`src/dcr_top_note_placeholder_removed.sv`:
```
// spare unit: no logic lives here

```
`src/dcr_pkg.sv`:
```
// constants shared by both ends of the codec control register link
// assumes one 40 MHz clock and an active-low asynchronous reset
package dcr_pkg;
  // ---------------------------------------------------------------
  // sizes and timing
  // ---------------------------------------------------------------
  localparam int CODECS = 2;
  localparam int CLK_PERIOD_NS = 25;
  localparam int SELF_TEST_DELAY_NS = 1000000;
  localparam int SELF_TEST_CYCLES = (SELF_TEST_DELAY_NS + CLK_PERIOD_NS - 1) / CLK_PERIOD_NS;
  // ---------------------------------------------------------------
  // device register offsets
  // ---------------------------------------------------------------
  localparam logic [3:0] ADDR_MIX0 = 4'h2;
  localparam logic [3:0] ADDR_MIX1 = 4'h3;
  localparam logic [3:0] ADDR_OSC0 = 4'h4;
  localparam logic [3:0] ADDR_OSC1 = 4'h5;
  localparam logic [3:0] ADDR_LSD0 = 4'h6;
  localparam logic [3:0] ADDR_LSD1 = 4'h7;
  localparam logic [3:0] ADDR_CTL4 = 4'h8;
  localparam logic [3:0] ADDR_CTL5 = 4'h9;
  localparam logic [3:0] ADDR_RSV6 = 4'hA;
  localparam logic [3:0] ADDR_RSV7 = 4'hB;
  localparam logic [3:0] ADDR_SYNC = 4'hF;
  // ---------------------------------------------------------------
  // field positions
  // ---------------------------------------------------------------
  localparam int MIX_HPF_BIT = 6;
  localparam int MIX_GAIN_LSB = 4;
  localparam int MIX_RX_LSB = 2;
  localparam int MIX_TX_LSB = 0;
  localparam int OSC_SEL_BIT = 6;
  localparam int CTL4_SWRST_BIT = 4;
  localparam int CTL4_TSRC_BIT = 2;
  localparam int CTL4_SYSDIV_LSB = 0;
  localparam int CTL5_CHECK_LSB = 4;
  localparam int CTL5_TRSVD_LSB = 3;
  localparam int CTL5_ECHO_BIT = 2;
  localparam int CTL5_TMODE_LSB = 0;
  // ---------------------------------------------------------------
  // reset and fixed values
  // ---------------------------------------------------------------
  localparam logic [6:0] RST_MIX = 7'h00;
  localparam logic [5:0] RST_OSDIV = 6'h10;
  localparam logic [6:0] RST_SMPDIV = 7'h33;
  localparam logic [6:0] SMPDIV_MIN = 7'h33;
  localparam logic [1:0] RST_SYSDIV = 2'h2;
  localparam logic [7:0] SYNC_LOCKED_VAL = 8'h55;
  localparam logic [7:0] SYNC_UNLOCKED_VAL = 8'h00;
  localparam logic [6:0] SYSCLK_OS_RATIO = 7'h08;
  // ---------------------------------------------------------------
  // host command port offsets and bits
  // ---------------------------------------------------------------
  localparam logic [2:0] HADDR_TARGET = 3'h0;
  localparam logic [2:0] HADDR_WDATA = 3'h1;
  localparam logic [2:0] HADDR_CMD = 3'h2;
  localparam logic [2:0] HADDR_RESULT = 3'h3;
  localparam logic [2:0] HADDR_STATUS = 3'h4;
  localparam int CMD_WRITE_BIT = 0;
  localparam int CMD_READ_BIT = 1;
endpackage

```
`src/dcr_link_if.sv`:
```
// register access link between the host engine and the codec register bank
// both ends run on the same sys_clk; strobes are one cycle long
interface dcr_link_if;
  logic [3:0] addr;
  logic [7:0] wdata;
  logic wr;
  logic rd;
  logic [7:0] rdata;
  logic rvalid;
  modport dev (input addr, input wdata, input wr, input rd, output rdata, output rvalid);
  modport host (output addr, output wdata, output wr, output rd, input rdata, input rvalid);
endinterface

```
`src/dcr_device.sv`:
```
// codec control and status register bank, device end of the link
// assumes host strobes are one cycle, synchronous to sys_clk, never both at once
//
// Chosen here: the plain strobed port.
module dcr_device #(
  parameter int unsigned SELF_TEST_CYCLES = dcr_pkg::SELF_TEST_CYCLES
) (
  input wire logic sys_clk,
  input wire logic rstn,
  dcr_link_if.dev link,
  input wire logic single_dual_port_select_pin,
  input wire logic [2:0] self_test_fail,
  input wire logic framing_lost,
  output logic [dcr_pkg::CODECS-1:0] voice_highpass_enable,
  output logic [dcr_pkg::CODECS-1:0][1:0] input_gain,
  output logic [dcr_pkg::CODECS-1:0][1:0] mixer_receive_level,
  output logic [dcr_pkg::CODECS-1:0][1:0] mixer_transmit_level,
  output logic [dcr_pkg::CODECS-1:0][5:0] oversample_clock_divider,
  output logic [dcr_pkg::CODECS-1:0] master_clock_source_select,
  output logic [dcr_pkg::CODECS-1:0][6:0] sampling_clock_divider,
  output logic [1:0] system_clock_divider,
  output logic serial_timing_source,
  output logic single_port_mode,
  output logic sample_echo_enable,
  output logic [1:0] test_mode,
  output logic speaker_power_down,
  output logic self_check_done,
  output logic framing_locked
);
  import dcr_pkg::*;

  // ---------------------------------------------------------------
  // state
  // ---------------------------------------------------------------
  logic [CODECS-1:0][6:0] mix, next_mix;
  logic [CODECS-1:0] osc_sel, next_osc_sel;
  logic [CODECS-1:0][5:0] osc_div, next_osc_div;
  logic [CODECS-1:0][6:0] ls_div, next_ls_div;
  logic ts_src, next_ts_src;
  logic [1:0] sysclk_div, next_sysclk_div;
  logic echo, next_echo;
  logic [1:0] tmode, next_tmode;
  logic [1:0] trsvd, next_trsvd;
  logic swrst, next_swrst;
  logic [2:0] self_check, next_self_check;
  logic [31:0] st_cnt, next_st_cnt;
  logic st_done, next_st_done;
  logic locked, next_locked;
  logic one_port, next_one_port;
  logic tsrc_eff, next_tsrc_eff;
  logic spk_pd, next_spk_pd;
  logic [7:0] rdata, next_rdata;
  logic rvalid, next_rvalid;

  // odd offsets belong to codec one
  function automatic int codec_of(input logic [3:0] a);
    return int'(a[0]);
  endfunction

  // ---------------------------------------------------------------
  // next state
  // ---------------------------------------------------------------
  always_comb
  begin
    next_mix = mix;
    next_osc_sel = osc_sel;
    next_osc_div = osc_div;
    next_ls_div = ls_div;
    next_ts_src = ts_src;
    next_sysclk_div = sysclk_div;
    next_echo = echo;
    next_tmode = tmode;
    next_trsvd = trsvd;
    next_swrst = 1'b0;
    next_self_check = self_check;
    next_st_cnt = st_cnt;
    next_st_done = st_done;
    next_locked = locked;
    next_one_port = single_dual_port_select_pin;
    next_rvalid = link.rd;
    next_rdata = 8'h00;
    if (framing_lost)
    begin
      next_locked = 1'b0;
    end
    // set wins over a loss of framing in the same cycle
    if ((link.wr || link.rd) && link.addr == ADDR_SYNC)
    begin
      next_locked = 1'b1;
    end
    if (link.wr)
    begin
      // bit 7 of wdata is never stored
      case (link.addr)
        ADDR_MIX0, ADDR_MIX1:
        begin
          next_mix[codec_of(link.addr)] = link.wdata[6:0];
        end
        ADDR_OSC0, ADDR_OSC1:
        begin
          next_osc_sel[codec_of(link.addr)] = link.wdata[OSC_SEL_BIT];
          next_osc_div[codec_of(link.addr)] = link.wdata[5:0];
        end
        ADDR_LSD0, ADDR_LSD1:
        begin
          if (link.wdata[6:0] < SMPDIV_MIN)
          begin
            next_ls_div[codec_of(link.addr)] = SMPDIV_MIN;
          end
          else
          begin
            next_ls_div[codec_of(link.addr)] = link.wdata[6:0];
          end
        end
        ADDR_CTL4:
        begin
          next_swrst = link.wdata[CTL4_SWRST_BIT];
          next_ts_src = link.wdata[CTL4_TSRC_BIT];
          next_sysclk_div = link.wdata[CTL4_SYSDIV_LSB +: 2];
        end
        ADDR_CTL5:
        begin
          next_trsvd = link.wdata[CTL5_TRSVD_LSB +: 2];
          next_echo = link.wdata[CTL5_ECHO_BIT];
          next_tmode = link.wdata[CTL5_TMODE_LSB +: 2];
        end
        default:
        begin
          next_swrst = 1'b0;
        end
      endcase
    end
    if (link.rd)
    begin
      // write-only fields read back as zero
      case (link.addr)
        ADDR_MIX0, ADDR_MIX1: next_rdata = {1'b0, mix[codec_of(link.addr)]};
        ADDR_OSC0, ADDR_OSC1: next_rdata = {2'b00, osc_div[codec_of(link.addr)]};
        ADDR_LSD0, ADDR_LSD1: next_rdata = {1'b0, ls_div[codec_of(link.addr)]};
        ADDR_CTL5: next_rdata = {1'b0, self_check, 4'h0};
        ADDR_SYNC: next_rdata = locked ? SYNC_LOCKED_VAL : SYNC_UNLOCKED_VAL;
        default: next_rdata = 8'h00;
      endcase
    end
    if (!st_done)
    begin
      if (st_cnt == SELF_TEST_CYCLES - 1)
      begin
        next_st_done = 1'b1;
        next_self_check = self_test_fail;
      end
      else
      begin
        next_st_cnt = st_cnt + 32'd1;
      end
    end
    // software reset: one cycle after the write everything returns to reset
    if (swrst)
    begin
      next_mix = '{default: RST_MIX};
      next_osc_sel = '0;
      next_osc_div = '{default: RST_OSDIV};
      next_ls_div = '{default: RST_SMPDIV};
      next_ts_src = 1'b0;
      next_sysclk_div = RST_SYSDIV;
      next_echo = 1'b0;
      next_tmode = 2'b00;
      next_trsvd = 2'b00;
      next_swrst = 1'b0;
      next_self_check = 3'b000;
      next_st_cnt = 32'd0;
      next_st_done = 1'b0;
      next_locked = 1'b0;
      next_rdata = 8'h00;
      next_rvalid = 1'b0;
    end
    next_tsrc_eff = next_one_port & next_ts_src;
    next_spk_pd = 1'b1;
    for (int c = 0; c < CODECS; c++)
    begin
      if (next_mix[c][MIX_RX_LSB +: 2] != 2'b00 || next_mix[c][MIX_TX_LSB +: 2] != 2'b00)
      begin
        next_spk_pd = 1'b0;
      end
    end
  end

  // ---------------------------------------------------------------
  // registers
  // ---------------------------------------------------------------
  always_ff @(posedge sys_clk or negedge rstn)
  begin
    if (!rstn)
    begin
      mix <= '{default: RST_MIX};
      osc_sel <= '0;
      osc_div <= '{default: RST_OSDIV};
      ls_div <= '{default: RST_SMPDIV};
      ts_src <= 1'b0;
      sysclk_div <= RST_SYSDIV;
      echo <= 1'b0;
      tmode <= 2'b00;
      trsvd <= 2'b00;
      swrst <= 1'b0;
      self_check <= 3'b000;
      st_cnt <= 32'd0;
      st_done <= 1'b0;
      locked <= 1'b0;
      one_port <= 1'b0;
      tsrc_eff <= 1'b0;
      spk_pd <= 1'b1;
      rdata <= 8'h00;
      rvalid <= 1'b0;
    end
    else
    begin
      mix <= next_mix;
      osc_sel <= next_osc_sel;
      osc_div <= next_osc_div;
      ls_div <= next_ls_div;
      ts_src <= next_ts_src;
      sysclk_div <= next_sysclk_div;
      echo <= next_echo;
      tmode <= next_tmode;
      trsvd <= next_trsvd;
      swrst <= next_swrst;
      self_check <= next_self_check;
      st_cnt <= next_st_cnt;
      st_done <= next_st_done;
      locked <= next_locked;
      one_port <= next_one_port;
      tsrc_eff <= next_tsrc_eff;
      spk_pd <= next_spk_pd;
      rdata <= next_rdata;
      rvalid <= next_rvalid;
    end
  end

  // ---------------------------------------------------------------
  // outputs, all slices of flops
  // ---------------------------------------------------------------
  generate
    for (genvar g = 0; g < CODECS; g++)
    begin : g_codec
      assign voice_highpass_enable[g] = mix[g][MIX_HPF_BIT];
      assign input_gain[g] = mix[g][MIX_GAIN_LSB +: 2];
      assign mixer_receive_level[g] = mix[g][MIX_RX_LSB +: 2];
      assign mixer_transmit_level[g] = mix[g][MIX_TX_LSB +: 2];
    end
  endgenerate
  assign oversample_clock_divider = osc_div;
  assign master_clock_source_select = osc_sel;
  assign sampling_clock_divider = ls_div;
  assign system_clock_divider = sysclk_div;
  assign serial_timing_source = tsrc_eff;
  assign single_port_mode = one_port;
  assign sample_echo_enable = echo;
  assign test_mode = tmode;
  assign speaker_power_down = spk_pd;
  assign self_check_done = st_done;
  assign framing_locked = locked;
  assign link.rdata = rdata;
  assign link.rvalid = rvalid;
endmodule

```
`src/flat_wrapper.sv`:
```
// flat-port wrapper written by rule: the top's interface ports become plain ports
module dcr_device_flat import dcr_pkg::*;
#(
  parameter int unsigned SELF_TEST_CYCLES = dcr_pkg::SELF_TEST_CYCLES
)
  (sys_clk, rstn, single_dual_port_select_pin, self_test_fail, framing_lost, voice_highpass_enable, input_gain, mixer_receive_level, mixer_transmit_level, oversample_clock_divider, master_clock_source_select, sampling_clock_divider, system_clock_divider, serial_timing_source, single_port_mode, sample_echo_enable, test_mode, speaker_power_down, self_check_done, framing_locked, link_addr, link_wdata, link_wr, link_rd, link_rdata, link_rvalid);
  dcr_link_if link_i ();
  input wire logic sys_clk;
  input wire logic rstn;
  input wire logic single_dual_port_select_pin;
  input wire logic [2:0] self_test_fail;
  input wire logic framing_lost;
  output logic [dcr_pkg::CODECS-1:0] voice_highpass_enable;
  output logic [dcr_pkg::CODECS-1:0][1:0] input_gain;
  output logic [dcr_pkg::CODECS-1:0][1:0] mixer_receive_level;
  output logic [dcr_pkg::CODECS-1:0][1:0] mixer_transmit_level;
  output logic [dcr_pkg::CODECS-1:0][5:0] oversample_clock_divider;
  output logic [dcr_pkg::CODECS-1:0] master_clock_source_select;
  output logic [dcr_pkg::CODECS-1:0][6:0] sampling_clock_divider;
  output logic [1:0] system_clock_divider;
  output logic serial_timing_source;
  output logic single_port_mode;
  output logic sample_echo_enable;
  output logic [1:0] test_mode;
  output logic speaker_power_down;
  output logic self_check_done;
  output logic framing_locked;
  input wire logic [$bits(link_i.addr)-1:0] link_addr;
  input wire logic [$bits(link_i.wdata)-1:0] link_wdata;
  input wire logic [$bits(link_i.wr)-1:0] link_wr;
  input wire logic [$bits(link_i.rd)-1:0] link_rd;
  output wire logic [$bits(link_i.rdata)-1:0] link_rdata;
  output wire logic [$bits(link_i.rvalid)-1:0] link_rvalid;
  assign link_i.addr = link_addr;
  assign link_i.wdata = link_wdata;
  assign link_i.wr = link_wr;
  assign link_i.rd = link_rd;
  assign link_rdata = link_i.rdata;
  assign link_rvalid = link_i.rvalid;
  dcr_device #(.SELF_TEST_CYCLES(SELF_TEST_CYCLES)) u_core (.sys_clk(sys_clk), .rstn(rstn), .link(link_i), .single_dual_port_select_pin(single_dual_port_select_pin), .self_test_fail(self_test_fail), .framing_lost(framing_lost), .voice_highpass_enable(voice_highpass_enable), .input_gain(input_gain), .mixer_receive_level(mixer_receive_level), .mixer_transmit_level(mixer_transmit_level), .oversample_clock_divider(oversample_clock_divider), .master_clock_source_select(master_clock_source_select), .sampling_clock_divider(sampling_clock_divider), .system_clock_divider(system_clock_divider), .serial_timing_source(serial_timing_source), .single_port_mode(single_port_mode), .sample_echo_enable(sample_echo_enable), .test_mode(test_mode), .speaker_power_down(speaker_power_down), .self_check_done(self_check_done), .framing_locked(framing_locked));
endmodule
```
`config.mk`:
```
export PLATFORM = sky130hd
export DESIGN_NAME = dcr_device_flat
export DESIGN_NICKNAME = d
export VERILOG_FILES = /design/src/dcr_top_note_placeholder_removed.sv /design/src/dcr_pkg.sv /design/src/dcr_link_if.sv /design/src/dcr_device.sv /design/src/flat_wrapper.sv
export SDC_FILE = /design/constraint.sdc
export NUM_CORES = 1
export LEC_CHECK = 0
export ABC_AREA = 1
export BUFFER_PORTS_ARGS = -buffer_cell sky130_fd_sc_hd__clkbuf_2
export CORE_MARGIN = 2
export CORE_UTILIZATION = 50
export DETAILED_ROUTE_END_ITERATION = 8
export GPL_TIMING_DRIVEN = 0
export PLACE_DENSITY_LB_ADDON = 0.3
export SETUP_SLACK_MARGIN = 0.5
export SYNTH_ARGS = -nofsm -noshare
export SYNTH_HDL_FRONTEND = slang
export SYNTH_SLANG_ARGS = --single-unit
```
`constraint.sdc`:
```
create_clock -name sys_clk -period 2.6 [get_ports sys_clk]
set_input_delay 0.52 -clock sys_clk [delete_from_list [all_inputs] [get_ports sys_clk]]
set_output_delay 0.52 -clock sys_clk [all_outputs]
set_load 0.01 [all_outputs]
```
==> results.md <==
* Critical R2R Capture: u_core.st_cnt[7]
* Remaining DRCs at 0
* Met1 usage at 0.331
* Post-CTS Setup Repair Bufs at 0
* Drt wl/cell at 14.6 um
* Clk_lat worst skew at 0.38 ns
* Final worst path period need at 1.95 ns
* Root buf cell: clkbuf_8
* Outcome: complete, no violations
* Clk sinks at 97
* Crit path DAT at 2.22 ns
* Post-synthesis sequential area ratio at 0.445
* Synthesis-stage register bit count at 97
* GPL Wtd Cong at 0.948
* Hold buffers post-CTS at 0
* Grt met3 use at 0.0287
* Max FO, Critical Path at 10
* Slew @ Worst Pin at 0.572 ns
* Vias in the first global route at 4,911
* Fmax at 512 MHz
* H-Tree Depth at 3
* Starting DRT DRC Count at 332
* NumNets Final at 885
* Syn Area/Cell at 7.11 um2
* Worst flop-to-flop path startpoint: u_core.st_cnt[0]
* Hpwl dp at 11.2 mm
* Ys flop type: dfrtp_1
* Ports at 82
* Total Wirelength at 14.7 mm
* Post-synth top area share at 0.387
* Asr flop ratio synth at 1.00
* Top cell type by total area after synthesis: dfrtp_1
* Fin. Hold Viols at 0
* Total CTS buffers at 9
* CTS tree: yes
* Most frequent cell after synthesis: nand2_1
* Placement Cell Area at 6090 um2
* Post-synth top cells: 259 x nand2_1, 109 x nor2_1, 87 x inv_1
* Post_cts resized at 0
* Clock Skew at 0.0158 ns
* Non-Filler Instances at 1,008
* Antenna violations before repair at 0
* Count of final setup violators at 0
* Initial Util at 0.509
* Clk buf depth at 2
* Crit end category: flop
* Post-synthesis cell area at 5490 um2
* Fin crit share at 0.751
* RSZ-0062 raised after global routing: true
* Grt total ovfl at 0
* EDFF count, synth at 0
* Die W at 109 um
* Worst Reg-to-Reg Cells at 11
* Layout cells sized above 1 at 0.179
* Hold WS at 0.119 ns
* Ant. Diodes at 0
* GRT Overall Usage at 0.259
* Clk slew on worst S/H paths at 0.10 ns
* GR Layer Usage met2 at 0.438
* P&R area growth vs syn at 14.6%
* Die area at 11,800 um2
* Final Max Tran Viols at 0
* IO Port Bufs at 79
* Grt peak-use layer: met2
* Critical Path Sink: u_core.st_cnt[7]
* TNS Setup at 0 ns
* Post-route ant nets at 0
* Via count at 5,292
* Placed insts at 992
* Core Region at 10,800 um2
* Largest net degree at the start of global routing at 63
* Max_slew headroom at 0.616
* Pleak at 0.00310 uW
* Startpoint types: flop
* Die extent in y at 109 um
* Peak supply drop at 333 uV
* Global-route wire length before repair at 23.6 mm
* Mapped Cells at 772
* Tightest Hold Check Type: input port to asynchronous set/reset pin
* Top cells by area, synth: dfrtp_1 39%, nand2_1 18%, nor2_1 7.4%
* Vias per inst at 5.25
* Max_cap viols at 0
* R2r setup slk at 0.65 ns
* Synth unique cells at 38
* Required time of the worst setup path at 2.86 ns
* Syn Nets at 794
* Std cell rows at 38
* Pwr Density at 619 nW/um2
* Yosys warnings at 0
* Drt pass-1 iters at 6
* CP startpoint: u_core.st_cnt[0]
* Final Instance Area at 6290 um2
* Crit Path Class: flop to flop
-- per-layer routing --
metal,part of all wire,routed length (um),vias up
li1,-,-,2647
met1,0.43,6360,2414
met2,0.48,7030,200
met3,0.057,831,31
met4,0.031,456,0
met5,0,0,-
-- worst min-delay path by stage --
stage,start,endpoint,slack (ns),cells after the start
floorplan,rstn,u_core.framing_locked,0.22,0
global placement,u_core.test_mode[0],u_core.test_mode[0],0.46,2
detailed placement,u_core.test_mode[0],u_core.test_mode[0],0.46,2
CTS,rstn,u_core.mixer_transmit_level[0],0.14,1
global route,rstn,u_core.mixer_transmit_level[3],0.16,1
finish,rstn,u_core.mixer_transmit_level[0],0.12,1
-- worst max-delay path, stage by stage (launching register included) --
cell	delay (ns)
dfrtp_1	0.45
ha_2	0.29
inv_2	0.07
nor2_4	0.17
nand3_2	0.08
nor2_2	0.12
nand3_1	0.10
nand2_2	0.10
buf_6	0.18
inv_1	0.14
nand2_1	0.08
nand2_1	0.05
-- layout by cell type, fill, tap and decap left out, drive strengths merged, types with 2 or more instances in the layout --
master | synthesis | routed
nand4 | 6 | 6
nand3 | 60 | 60
clkbuf | 8 | 98
nor2 | 115 | 115
a21oi | 9 | 9
nand2 | 260 | 260
dfrtp | 85 | 85
o221ai | 2 | 2
clkinvlp | 0 | 2
xor2 | 7 | 7
a31oi | 3 | 3
o211ai | 2 | 2
a22oi | 2 | 2
or2 | 3 | 3
nor3 | 3 | 3
dfstp | 12 | 12
o22ai | 22 | 22
o21ai | 62 | 62
buf | 11 | 11
clkinv | 2 | 4
xnor2 | 3 | 3
inv | 88 | 89
-- registers in the layout (all words and copies together), names as in the netlist --
register                           flops
u_core.framing_locked                  1
u_core.link.rvalid                     1
u_core.sample_echo_enable              1
u_core.serial_timing_source            1
u_core.input_gain                      4
u_core.master_clock_source_select      2
u_core.swrst                           1
u_core.test_mode                       2
u_core.st_cnt                         32
u_core.system_clock_divider            2
u_core.mixer_receive_level             4
u_core.single_port_mode                1
u_core.sampling_clock_divider         14
u_core.mixer_transmit_level            4
u_core.voice_highpass_enable           2
u_core.self_check_done                 1
u_core.oversample_clock_divider       12
u_core.link.rdata                      7
u_core.ts_src                          1
u_core.speaker_power_down              1
u_core.self_check                      3
-- logic make-up (layout without fill, tap and decap cells) --
| group | count (synthesis) | in the layout | synth area share |
|---|---|---|---|
| adders and majority gates | 1 | 1 | 0.00228 |
| and+or+nand+nor | 448 | 448 | 0.331 |
| xor gates and xnor gates | 10 | 10 | 0.0159 |
| DFF | 97 | 97 | 0.445 |
| AOI/OAI and AO/OA | 105 | 105 | 0.121 |
| buffers and inverters | 109 | 205 | 0.0822 |
| other | 1 | 1 | 0.000683 |
| muxes | 1 | 1 | 0.00205 |
-- area by class of cell --
type	count	area [um2]
plain buffers	19	116
clock buffers	10	128
clock inverters	6	67.6
fillers	1023	4500
inverters	90	338
multi-input cells	566	2600
flip-flops and latches	97	2440
well taps	140	175
repair buffers	80	425
-- metrics by stage --
step | total power [uW] | setup slack, ns | util
floorplan | 2530 | 0.889 | -
global placement | 2880 | -0.178 | 0.562
detailed placement | 2910 | 0.466 | 0.565
CTS | 3900 | 0.577 | 0.583
global route | 4110 | 0.494 | 0.583
finish | 3900 | 0.647 | 0.583
-- power by group --
group	total [uW]	switching (uW)	internal [uW]
sequential	1960	193	1770
combinational	923	562	361
clock	1010	561	449
total	3900	1320	2580
Note: power is estimated with default switching activity, not from simulation.
